$ cat config.mk
export PLATFORM = sky130hd
export DESIGN_NAME = brc_reset_ctrl
export DESIGN_NICKNAME = d
export VERILOG_FILES = /design/src/rtl/brc_sync.v /design/src/rtl/brc_reset_ctrl.v
export VERILOG_INCLUDE_DIRS = /design/src /design/src/pkg
export SDC_FILE = /design/constraint.sdc
export NUM_CORES = 1
export LEC_CHECK = 0
export ABC_AREA = 1
export BUFFER_PORTS_ARGS = -buffer_cell sky130_fd_sc_hd__buf_2
export CORE_ASPECT_RATIO = 1.4
export CORE_MARGIN = 1
export CORE_UTILIZATION = 40
export DETAILED_ROUTE_END_ITERATION = 6
export PLACE_DENSITY = 0.59
export SLEW_MARGIN = 20
export SYNTH_ARGS = -nofsm -noshare
export SYNTH_HDL_FRONTEND = slang
export SYNTH_HIERARCHICAL = 1
export SYNTH_SLANG_ARGS = --single-unit
$ cat constraint.sdc
create_clock -name i_clock -period 1.8 [get_ports i_clock]
set_clock_uncertainty 0.05 [all_clocks]
set_input_delay 0.18 -clock i_clock [delete_from_list [all_inputs] [get_ports i_clock]]
set_output_delay 0.18 -clock i_clock [all_outputs]
set_load 0.02 [all_outputs]
$ cat src/pkg/brc_regs.vh
// constants for the bidirectional reset control block
`ifndef BRC_REGS_VH
`define BRC_REGS_VH
// ==================================================
// register offsets
`define BRC_OFS_CONFIG   8'h00
`define BRC_OFS_STATUS   8'h04
`define BRC_OFS_INTSTAT  8'h08
`define BRC_OFS_INTMASK  8'h0C
`define BRC_OFS_BOOTCFG  8'h10
// ==================================================
// config fields
`define BRC_CFG_ENABLE   0
`define BRC_CFG_END_OF_INIT_INSTRUCTION    1
// status fields
`define BRC_ST_ACTIVE    0
`define BRC_ST_SEQ       1
`define BRC_ST_LONGHW    2
`define BRC_ST_SHORTHW   3
`define BRC_ST_SWRST     4
`define BRC_ST_LOADER    5
// interrupt events
`define BRC_EV_RESETDONE 0
`define BRC_EV_STRETCHED 1
`define BRC_EV_LOCKWRITE 2
`define BRC_EV_WIDTH     3
// ==================================================
// reset values and timing
`define BRC_CONFIG_RESET 2'h0
`define BRC_MASK_RESET   3'h0
`define BRC_SEQ_NS       5120
`define BRC_CLK_NS       5
`define BRC_SEQ_CYCLES   ((`BRC_SEQ_NS + `BRC_CLK_NS - 1) / `BRC_CLK_NS)
`define BRC_LONG_CYCLES  4
`define BRC_BOOT_SEL_BIT 4
`endif

$ cat src/rtl/brc_sync.v
// two-flop synchroniser for pin inputs
module brc_sync #(
  parameter WIDTH = 1
) (
  input  wire             i_clock,
  input  wire             i_resetn,
  input  wire [WIDTH-1:0] i_async,
  input  wire [WIDTH-1:0] i_reset_value,
  output reg  [WIDTH-1:0] o_sync
);
  reg [WIDTH-1:0] stage1;

  always @(posedge i_clock or negedge i_resetn) begin
    if (!i_resetn) begin
      stage1 <= {WIDTH{1'b1}};
      o_sync <= {WIDTH{1'b1}};
    end else begin
      stage1 <= i_async;
      o_sync <= stage1;
    end
  end

  // i_reset_value kept for port symmetry; constant preset used
  wire unused_ok = &{1'b0, i_reset_value};
endmodule // brc_sync

$ cat src/rtl/brc_reset_ctrl.v
// bidirectional reset control with wishbone register access
//
// Implementation choices: the register addresses and the Wishbone slave port.
`include "brc_regs.vh"
module brc_reset_ctrl #(
  parameter SEQ_CYCLES  = `BRC_SEQ_CYCLES,
  parameter LONG_CYCLES = `BRC_LONG_CYCLES,
  parameter BOOT_WIDTH  = 16
) (
  input  wire                  i_clock,
  input  wire                  i_resetn,
  input  wire                  i_wb_cyc,
  input  wire                  i_wb_stb,
  input  wire                  i_wb_we,
  input  wire [7:0]            i_wb_adr,
  input  wire [3:0]            i_wb_sel,
  input  wire [31:0]           i_wb_dat,
  output reg  [31:0]           o_wb_dat,
  output reg                   o_wb_ack,
  input  wire                  i_end_of_init_instruction,
  input  wire                  i_software_reset,
  input  wire                  i_watchdog_reset,
  input  wire                  i_reset_input_pin,
  output wire                  o_reset_input_pin,
  output wire                  o_reset_input_pin_oe,
  input  wire [BOOT_WIDTH-1:0] i_boot_config_port,
  output reg  [BOOT_WIDTH-1:0] o_boot_config,
  output reg                   o_bootstrap_loader,
  output reg                   o_system_reset,
  output wire                  o_interrupt
);
  // ==================================================
  // state machine codes
  localparam ST_RUN  = 3'b001;
  localparam ST_SEQ  = 3'b010;
  localparam ST_HOLD = 3'b100;

  reg  [2:0]            state;
  reg  [2:0]            next_state;
  reg  [15:0]           seq_count;
  reg  [15:0]           low_count;
  reg                   bidir_reset_enable_bit;
  reg                   end_of_init_instruction_done;
  reg                   active_latched;
  reg                   flag_longhw;
  reg                   flag_shorthw;
  reg                   flag_swrst;
  reg                   stretched;
  reg                   power_on_seq;
  reg  [1:0]            oe_hist;
  reg  [`BRC_EV_WIDTH-1:0] int_status;
  reg  [`BRC_EV_WIDTH-1:0] int_mask;
  reg  [`BRC_EV_WIDTH-1:0] events;
  wire                  pin_sync;
  wire [BOOT_WIDTH-1:0] boot_sync;

  // ==================================================
  // pin synchronisers
  brc_sync #(.WIDTH(1)) u_pin_sync (
    .i_clock       (i_clock),
    .i_resetn      (i_resetn),
    .i_async       (i_reset_input_pin),
    .i_reset_value (1'b1),
    .o_sync        (pin_sync)
  );

  brc_sync #(.WIDTH(BOOT_WIDTH)) u_boot_sync (
    .i_clock       (i_clock),
    .i_resetn      (i_resetn),
    .i_async       (i_boot_config_port),
    .i_reset_value ({BOOT_WIDTH{1'b1}}),
    .o_sync        (boot_sync)
  );

  function wire_hit;
    input [7:0] adr;
    input [7:0] ofs;
    begin
      wire_hit = (adr == ofs);
    end
  endfunction

  wire bus_req   = i_wb_cyc & i_wb_stb & ~o_wb_ack;
  wire bus_write = bus_req & i_wb_we & i_wb_sel[0];
  // own drive still echoes through the synchroniser for two cycles after release
  wire pin_low   = ~pin_sync & ~o_reset_input_pin_oe & ~|oe_hist;
  wire int_req   = i_software_reset | i_watchdog_reset;
  wire seq_last  = (seq_count == 16'h0001);

  // ==================================================
  // reset sequencer
  always @* begin
    next_state = state;
    case (state)
      ST_RUN: begin
        if (int_req | pin_low)
          next_state = ST_SEQ;
      end
      ST_SEQ: begin
        if (seq_last)
          next_state = pin_low ? ST_HOLD : ST_RUN;
      end
      ST_HOLD: begin
        if (pin_sync)
          next_state = ST_RUN;
      end
      default: next_state = ST_RUN;
    endcase
  end

  always @(posedge i_clock or negedge i_resetn) begin
    if (!i_resetn) begin
      state          <= ST_SEQ;
      seq_count      <= SEQ_CYCLES[15:0];
      low_count      <= 16'h0000;
      active_latched <= 1'b0;
      o_system_reset <= 1'b1;
      flag_longhw    <= 1'b1;
      flag_shorthw   <= 1'b0;
      flag_swrst     <= 1'b0;
      stretched      <= 1'b0;
      power_on_seq   <= 1'b1;
    end else begin
      state <= next_state;
      if (state == ST_RUN && next_state == ST_SEQ) begin
        seq_count      <= SEQ_CYCLES[15:0];
        low_count      <= 16'h0000;
        active_latched <= bidir_reset_enable_bit;
        stretched      <= 1'b0;
      end else if (state == ST_SEQ) begin
        seq_count <= seq_count - 16'h0001;
        if (pin_low && low_count != 16'hFFFF)
          low_count <= low_count + 16'h0001;
        if (!pin_low && active_latched)
          stretched <= 1'b1;
      end
      o_system_reset <= (next_state != ST_RUN);
      if (state == ST_SEQ && seq_last) begin
        power_on_seq <= 1'b0;
        if (active_latched) begin
          flag_longhw  <= 1'b1;
          flag_shorthw <= 1'b0;
          flag_swrst   <= 1'b0;
        end else begin
          flag_longhw  <= (low_count >= LONG_CYCLES[15:0]);
          flag_shorthw <= (low_count != 16'h0000) && (low_count < LONG_CYCLES[15:0]);
          flag_swrst   <= (low_count == 16'h0000);
        end
      end
    end
  end

  // pull pin low during the sequence if enabled at its start (active_latched); external side open-drain
  assign o_reset_input_pin    = 1'b0;
  assign o_reset_input_pin_oe = (state == ST_SEQ) & active_latched;

  // history of own pin drive, masks the synchroniser echo
  always @(posedge i_clock or negedge i_resetn) begin
    if (!i_resetn)
      oe_hist <= 2'b00;
    else
      oe_hist <= {oe_hist[0], o_reset_input_pin_oe};
  end

  // ==================================================
  // boot configuration latch
  always @(posedge i_clock or negedge i_resetn) begin
    if (!i_resetn) begin
      o_boot_config      <= {BOOT_WIDTH{1'b1}};
      o_bootstrap_loader <= 1'b0;
    end else if (state == ST_SEQ && seq_last &&
                 (active_latched || power_on_seq || low_count >= LONG_CYCLES[15:0])) begin
      o_boot_config      <= boot_sync;
      o_bootstrap_loader <= ~boot_sync[`BRC_BOOT_SEL_BIT];
    end
  end

  // ==================================================
  // system configuration register
  always @(posedge i_clock or negedge i_resetn) begin
    if (!i_resetn) begin
      bidir_reset_enable_bit <= 1'b0;
      end_of_init_instruction_done             <= 1'b0;
    end else if (o_system_reset) begin
      bidir_reset_enable_bit <= 1'b0;
      end_of_init_instruction_done             <= 1'b0;
    end else begin
      if (i_end_of_init_instruction)
        end_of_init_instruction_done <= 1'b1;
      if (bus_write && wire_hit(i_wb_adr, `BRC_OFS_CONFIG) && !end_of_init_instruction_done)
        bidir_reset_enable_bit <= i_wb_dat[`BRC_CFG_ENABLE];
    end
  end

  // ==================================================
  // interrupts
  always @* begin
    events = {`BRC_EV_WIDTH{1'b0}};
    events[`BRC_EV_RESETDONE] = (state == ST_SEQ) & seq_last;
    events[`BRC_EV_STRETCHED] = (state == ST_SEQ) & seq_last & stretched;
    events[`BRC_EV_LOCKWRITE] = bus_write & wire_hit(i_wb_adr, `BRC_OFS_CONFIG) & end_of_init_instruction_done;
  end

  always @(posedge i_clock or negedge i_resetn) begin
    if (!i_resetn) begin
      int_status <= {`BRC_EV_WIDTH{1'b0}};
      int_mask   <= `BRC_MASK_RESET;
    end else begin
      if (bus_write && wire_hit(i_wb_adr, `BRC_OFS_INTSTAT))
        int_status <= (int_status & ~i_wb_dat[`BRC_EV_WIDTH-1:0]) | events;
      else
        int_status <= int_status | events;
      if (bus_write && wire_hit(i_wb_adr, `BRC_OFS_INTMASK))
        int_mask <= i_wb_dat[`BRC_EV_WIDTH-1:0];
    end
  end

  assign o_interrupt = |(int_status & int_mask);

  // ==================================================
  // wishbone slave, ack one cycle after request
  always @(posedge i_clock or negedge i_resetn) begin
    if (!i_resetn) begin
      o_wb_ack <= 1'b0;
      o_wb_dat <= 32'h00000000;
    end else begin
      o_wb_ack <= bus_req;
      o_wb_dat <= 32'h00000000;
      if (bus_req && !i_wb_we) begin
        case (i_wb_adr)
          `BRC_OFS_CONFIG:  o_wb_dat <= {30'h0, end_of_init_instruction_done, bidir_reset_enable_bit};
          `BRC_OFS_STATUS:  o_wb_dat <= {26'h0, o_bootstrap_loader, flag_swrst, flag_shorthw,
                                         flag_longhw, (state != ST_RUN), active_latched};
          `BRC_OFS_INTSTAT: o_wb_dat <= {29'h0, int_status};
          `BRC_OFS_INTMASK: o_wb_dat <= {29'h0, int_mask};
          `BRC_OFS_BOOTCFG: o_wb_dat <= {{(32-BOOT_WIDTH){1'b0}}, o_boot_config};
          default:          o_wb_dat <= 32'h00000000;
        endcase
      end
    end
  end
endmodule // brc_reset_ctrl

After elaboration in Yosys (flattened, before gate mapping). Index checks and enable logic that the tools add are counted.

Register bits: 136. Latch bits: 0. Memory bits (writable): 0. Memory bits (read-only): 0. Input port bits: 69. Memories: 0.

Add/subtract/negate cells: 2. Multipliers: 0. Div/mod/pow operators: 0. $lt $le $gt $ge: 2. Equality and inequality tests: 12. Shifts and indexed selects: 0. Multiplexer cells: 23. Bitwise gates (word level): 22. Reduce and logical (&&, ||, !) cells: 29.

Operators with widths (count): two-way mux 16 bit (6); one-hot mux 16 bit (5 select lines) (1); adder 16 x 1 -> 16 bit (second input constant) (1); equality test 16 x 1 -> 1 bit (second input constant) (1); equality test 8 x 4 -> 1 bit (second input constant) (2); >= comparator 16 x 3 -> 1 bit (second input constant) (1); zero test 16 bit (1); less-than comparator 16 x 3 -> 1 bit (second input constant) (1); inequality test 16 bit (second input constant) (1); nonzero test 16 bit (1); subtractor 16 x 1 -> 16 bit (second input constant) (1); two-way mux 3 bit (5); AND 1 bit (11); logical AND 1 bit (11); two-way mux 1 bit (10); nonzero test 2 bit (5); one-hot mux 3 bit (3 select lines) (1); equality test 8 x 3 -> 1 bit (second input constant) (1); equality test 8 x 5 -> 1 bit (second input constant) (1); zero test 8 bit (1); AND 3 bit (2); equality test 3 x 2 -> 1 bit (second input constant) (2); inequality test 3 x 1 -> 1 bit (second input constant) (2); bitwise OR 3 bit (2); other kinds (10) (19).

Depth between registers and ports, before layout.
Depth after elaboration: 12. Gate-level depth with buffers: 12.

Modules after synthesis. The synthesis kept the hierarchy.

Modules (own cells, without submodules): brc_reset_ctrl (times used 1, cells each 645, area an instance 4740.8 um2, sequential area each 2178.3 um2); brc_sync (u_boot_sync) (times used 1, cells each 32, area an instance 840.8 um2, sequential area each 840.8 um2); brc_sync (u_pin_sync) (times used 1, cells each 2, area an instance 52.6 um2, sequential area each 52.6 um2).

Worst setup path before layout. No wires, ideal clock.

Path kind: register to register. From: register low_count[0]. To: register low_count[14]. Library setup time: 65 ps. Arrival: 1483 ps. Path slack: 203 ps. Cell stages (with the launch flop): 13. Path buffers: 1. Period minus slack after synthesis: 1597 ps. Cells stage by stage: dfrtp_1 -> ha_1 -> nand2_1 -> nor2_2 -> nand2_1 -> inv_2 -> nand2_1 -> nand2_1 -> nand2_1 -> nand2_2 -> buf_6 -> nand2_1 -> nand2_1.

Word-level cells in the longest chain between the ends: 4. Elaborated cells between the ends (all ways): 8. Those cells by class: add/sub (1); eq/ne (1); mux (3); reduce/logical (3).

RTL lines: start: declaration (line brc_reset_ctrl.v:41) `reg [15:0] low_count;`; start signal: assignment (line brc_reset_ctrl.v:133) `low_count <= low_count + 16'h0001;`; adder 16 x 1 -> 16 bit or inequality test 16 bit (tied branches) (line brc_reset_ctrl.v:133, brc_reset_ctrl.v:132); two-way mux 16 bit or logical AND 1 bit (tied branches) (line brc_reset_ctrl.v:132) `if (pin_low && low_count != 16'hFFFF)`; two-way mux 16 bit or nonzero test 2 bit (tied branches); two-way mux 16 bit or AND reduction 2 bit (tied branches).

Parallel ways exist; a longest one is shown, timed or not. The select of a mux whose other input is x is not followed. A chain may end at the register's enable or synchronous reset.

Worst setup path in the final report.
From: register state[1]. To: output port o_reset_input_pin_oe.

Word-level cells in the longest chain between the ends: 2.

RTL lines: start: declaration (line brc_reset_ctrl.v:38) `reg [2:0] state;`; start signal: assignment (line brc_reset_ctrl.v:124) `state <= next_state;`; equality test 3 x 2 -> 1 bit (line brc_reset_ctrl.v:155) `assign o_reset_input_pin_oe = (state == ST_SEQ) & active_latched;`; AND 1 bit (line brc_reset_ctrl.v:155); end: declaration (line brc_reset_ctrl.v:25) `output wire o_reset_input_pin_oe,`.

Every way passes these cells.

==> reports/qor.tcl <==
set qor(grt.met2_usage_pct) 34.40
set qor(crit_required_ps) 1570
set qor(n_antenna_cell) 0
set qor(floorplan.rows) 50
set qor(number_of_global_route_vias_before_repair) 4702
set qor(seqPwrFrac_pct) 36.0
set qor(post_route_cells_drive_above_1_share_pct) 27.01
set qor(tritoncts_num_sinks) 120
set qor(cellPowerDensity_mw_per_mm2) 1283
set qor(final_critical_path_setup_slack_ps) 64.06
set qor(critical_path_arrival_ps) 1510
set qor(combPwrFrac_pct) 25.0
set qor(initial_cell_density_of_the_core_pct) 41.47
set qor(clk_transition_reported_paths_ps) 60
set qor(part_of_the_cycle_the_worst_path_needs_pct) 96.44
set qor(total_of_endpoints_with_negative_setup_slack_in_the_final_report) 0
set qor(design.portCount) 123
set qor(cts_tree) {yes}
set qor(hp-class) {primary input to flip-flop}
set qor(internal_power_w) 0.006111
set qor(finish.net_count) 882
set qor(route.final.wire_length_mm) 12.59
set qor(post-dp-hpwl_mm) 9.171
set qor(post-place-ws_ps) 8.188
set qor(worst-setup-path-type) {flip-flop to output pin}
set qor(achievable-frequency_mhz) 576.1
set qor(cts_inserted_buffers) 17
set qor(routed_wire_length_per_instance_um) 12.54
set qor(worstSetupEndpointType) {output pin}
set qor(slew_viol_final) 0
set qor(cts_root_buffer) {sky130_fd_sc_hd__clkbuf_16}
set qor(timing.setup.tns_ps) 0
set qor(grt_util_met1_pct) 20.50
set qor(number_of_maximum_capacitance_violations) 0
set qor(core-area_mm2) 0.01358
set qor(reg2reg_from) {state[1]}
set qor(drc_errors) 0
set qor(route.detailed.vias_per_inst) 4.736
set qor(die-area_mm2) 0.01456
set qor(power.switching_fraction_pct) 34.16
set qor(detailedRoute.firstPassIterationCount) 4
set qor(run_status) {complete, no violations}
set qor(drt-initial-drc-count) 177
set qor(power_leakage_nw) 3.725
set qor(placement.io_buffers) 73
set qor(syn_avg_cell_area_um2) 8.304
set qor(gp_congestion) 0.8858
set qor(die_w_um) 102.3
set qor(detail-route-antenna-nets) 0
set qor(placedInstanceArea_mm2) 0.006326
set qor(final_design_area_no_fill_mm2) 0.007233
set qor(clk_path_buf_depth) 2
set qor(clockPowerShare_pct) 39.0
set qor(hp-start) {i_wb_stb}
set qor(synth_cell_area_mm2) 0.005630
set qor(hold_viol) 0
set qor(vias) 4755
set qor(global_route.usage.met3_pct) 4.224
set qor(antenna_found_initial) 0
set qor(p_sw_w) 0.003170
set qor(die_height_um) 142.4
set qor(grt-busiest-layer) {met2}
set qor(synthesis.instances) 678
set qor(largest_net_degree_at_the_start_of_global_routing) 38
set qor(vdd_ir_max_mv) 0.6663
set qor(clkLatencyLatePin_ps) 410
set qor(globalRouteTotalUtil_pct) 18.74
set qor(globalRouteOverflowTotal) 0
set qor(area.growth.synth_to_final_pct) 28.47
set qor(htreeDepth) 4
set qor(yosysWarningCount) 6
set qor(start_kind) {flip-flop}
set qor(start_point_of_the_critical_path) {state[1]}
set qor(fin_crit_ps) 1736
set qor(crit_path_max_fanout) 5
set qor(grt_pass1_wl_mm) 21.13
[final cells by class]
cell class	instances	area [um2]
fillers	1265	6342
flip-flops and latches	120	3072
multi-input cells	471	2188
repair buffers	124	833.3
clock buffers	17	425.4
inverters	75	281.5
well taps	182	227.7
clock inverters	15	205.2
[flip-flops by register name, summed over array words and instances (netlist names), 2 cells and up]
| signal | flops |
|---|---|
| seq_count | 16 |
| oe_hist | 2 |
| low_count | 16 |
| o_boot_config | 16 |
| u_boot_sync/o_sync | 16 |
| int_status | 3 |
| int_mask | 3 |
| u_boot_sync/stage1 | 16 |
| o_wb_dat | 16 |
| state | 3 |
[path summary, 6_finish.rpt]
check	to	slack [ps]	cells past startpoint
worst min-delay path	o_wb_ack	20	3
max in group asynchronous	u_boot_sync/stage1[12]	790	3
worst max-delay path	o_reset_input_pin_oe	60	4
min in group asynchronous	o_wb_ack	210	2
worst min register to register	u_boot_sync/o_sync[5]	300	0
worst max register to register	seq_count[9]	130	8
[critical path, cell delays in order (launching register included)]
cell	delay (ps)
sky130_fd_sc_hd__dfstp_2	570
sky130_fd_sc_hd__nand3_4	100
sky130_fd_sc_hd__buf_4	170
sky130_fd_sc_hd__nor2_4	110
sky130_fd_sc_hd__buf_4	150
[layout by cell type (no fill, tap or decap), types with 3 or more instances in the layout]
master,count
sky130_fd_sc_hd__nand2_1,205
sky130_fd_sc_hd__nor2_1,81
sky130_fd_sc_hd__nand3_1,72
sky130_fd_sc_hd__buf_2,71
sky130_fd_sc_hd__dfrtp_1,65
sky130_fd_sc_hd__inv_1,64
sky130_fd_sc_hd__dfstp_2,55
sky130_fd_sc_hd__buf_4,29
sky130_fd_sc_hd__dlygate4sd3_1,22
sky130_fd_sc_hd__nand4_1,19
sky130_fd_sc_hd__conb_1,17
sky130_fd_sc_hd__clkbuf_16,17
sky130_fd_sc_hd__o21ai_0,16
sky130_fd_sc_hd__inv_2,10
sky130_fd_sc_hd__nor2_2,9
sky130_fd_sc_hd__xor2_1,7
sky130_fd_sc_hd__nor3_1,6
sky130_fd_sc_hd__a21oi_1,6
sky130_fd_sc_hd__inv_6,5
sky130_fd_sc_hd__ha_1,4
sky130_fd_sc_hd__inv_8,4
sky130_fd_sc_hd__nor2_4,3
sky130_fd_sc_hd__nand3b_1,3
sky130_fd_sc_hd__clkinv_4,3
sky130_fd_sc_hd__bufinv_16,3
[stage by stage]
step / hold slack [ps] / power [W] / util [%] / std cells
after floorplan: -165.6 / 0.004869 / - / 694
after global placement: 104.9 / 0.005521 / 46.60 / 949
after detailed placement: 109.7 / 0.005578 / 46.60 / 949
after CTS: 19.37 / 0.009309 / 53.07 / 1004
after global routing: 56.23 / 0.009818 / 53.28 / 1004
final: 23.49 / 0.009282 / 53.28 / 1004
[metal layers]
layer	vias to the layer above	share of wire (%)
met1	2240	42
met2	121	53
met3	17	3.4
met4	0	1.7
met5	-	0
li1	2377	-
[repair_timing]
action,CTS,global route
hold endpoints to repair,42,0
hold buffers,22,0
setup endpoints to repair,2,34
gates resized for setup,5,8
pin swaps,1,0
setup buffers,1,0
[power groups by stage]
stage	sequential, W	clock (W)	combinational (W)
3_3_place_gp	0.00336	0	0.00216
6_report	0.00334	0.00362	0.00232
2_1_floorplan	0.00340	0	0.00147
3_5_place_dp	0.00338	0	0.00220
4_1_cts	0.00334	0.00369	0.00228
5_1_grt	0.00338	0.00382	0.00262
Power figures use the tool's default switching activity.
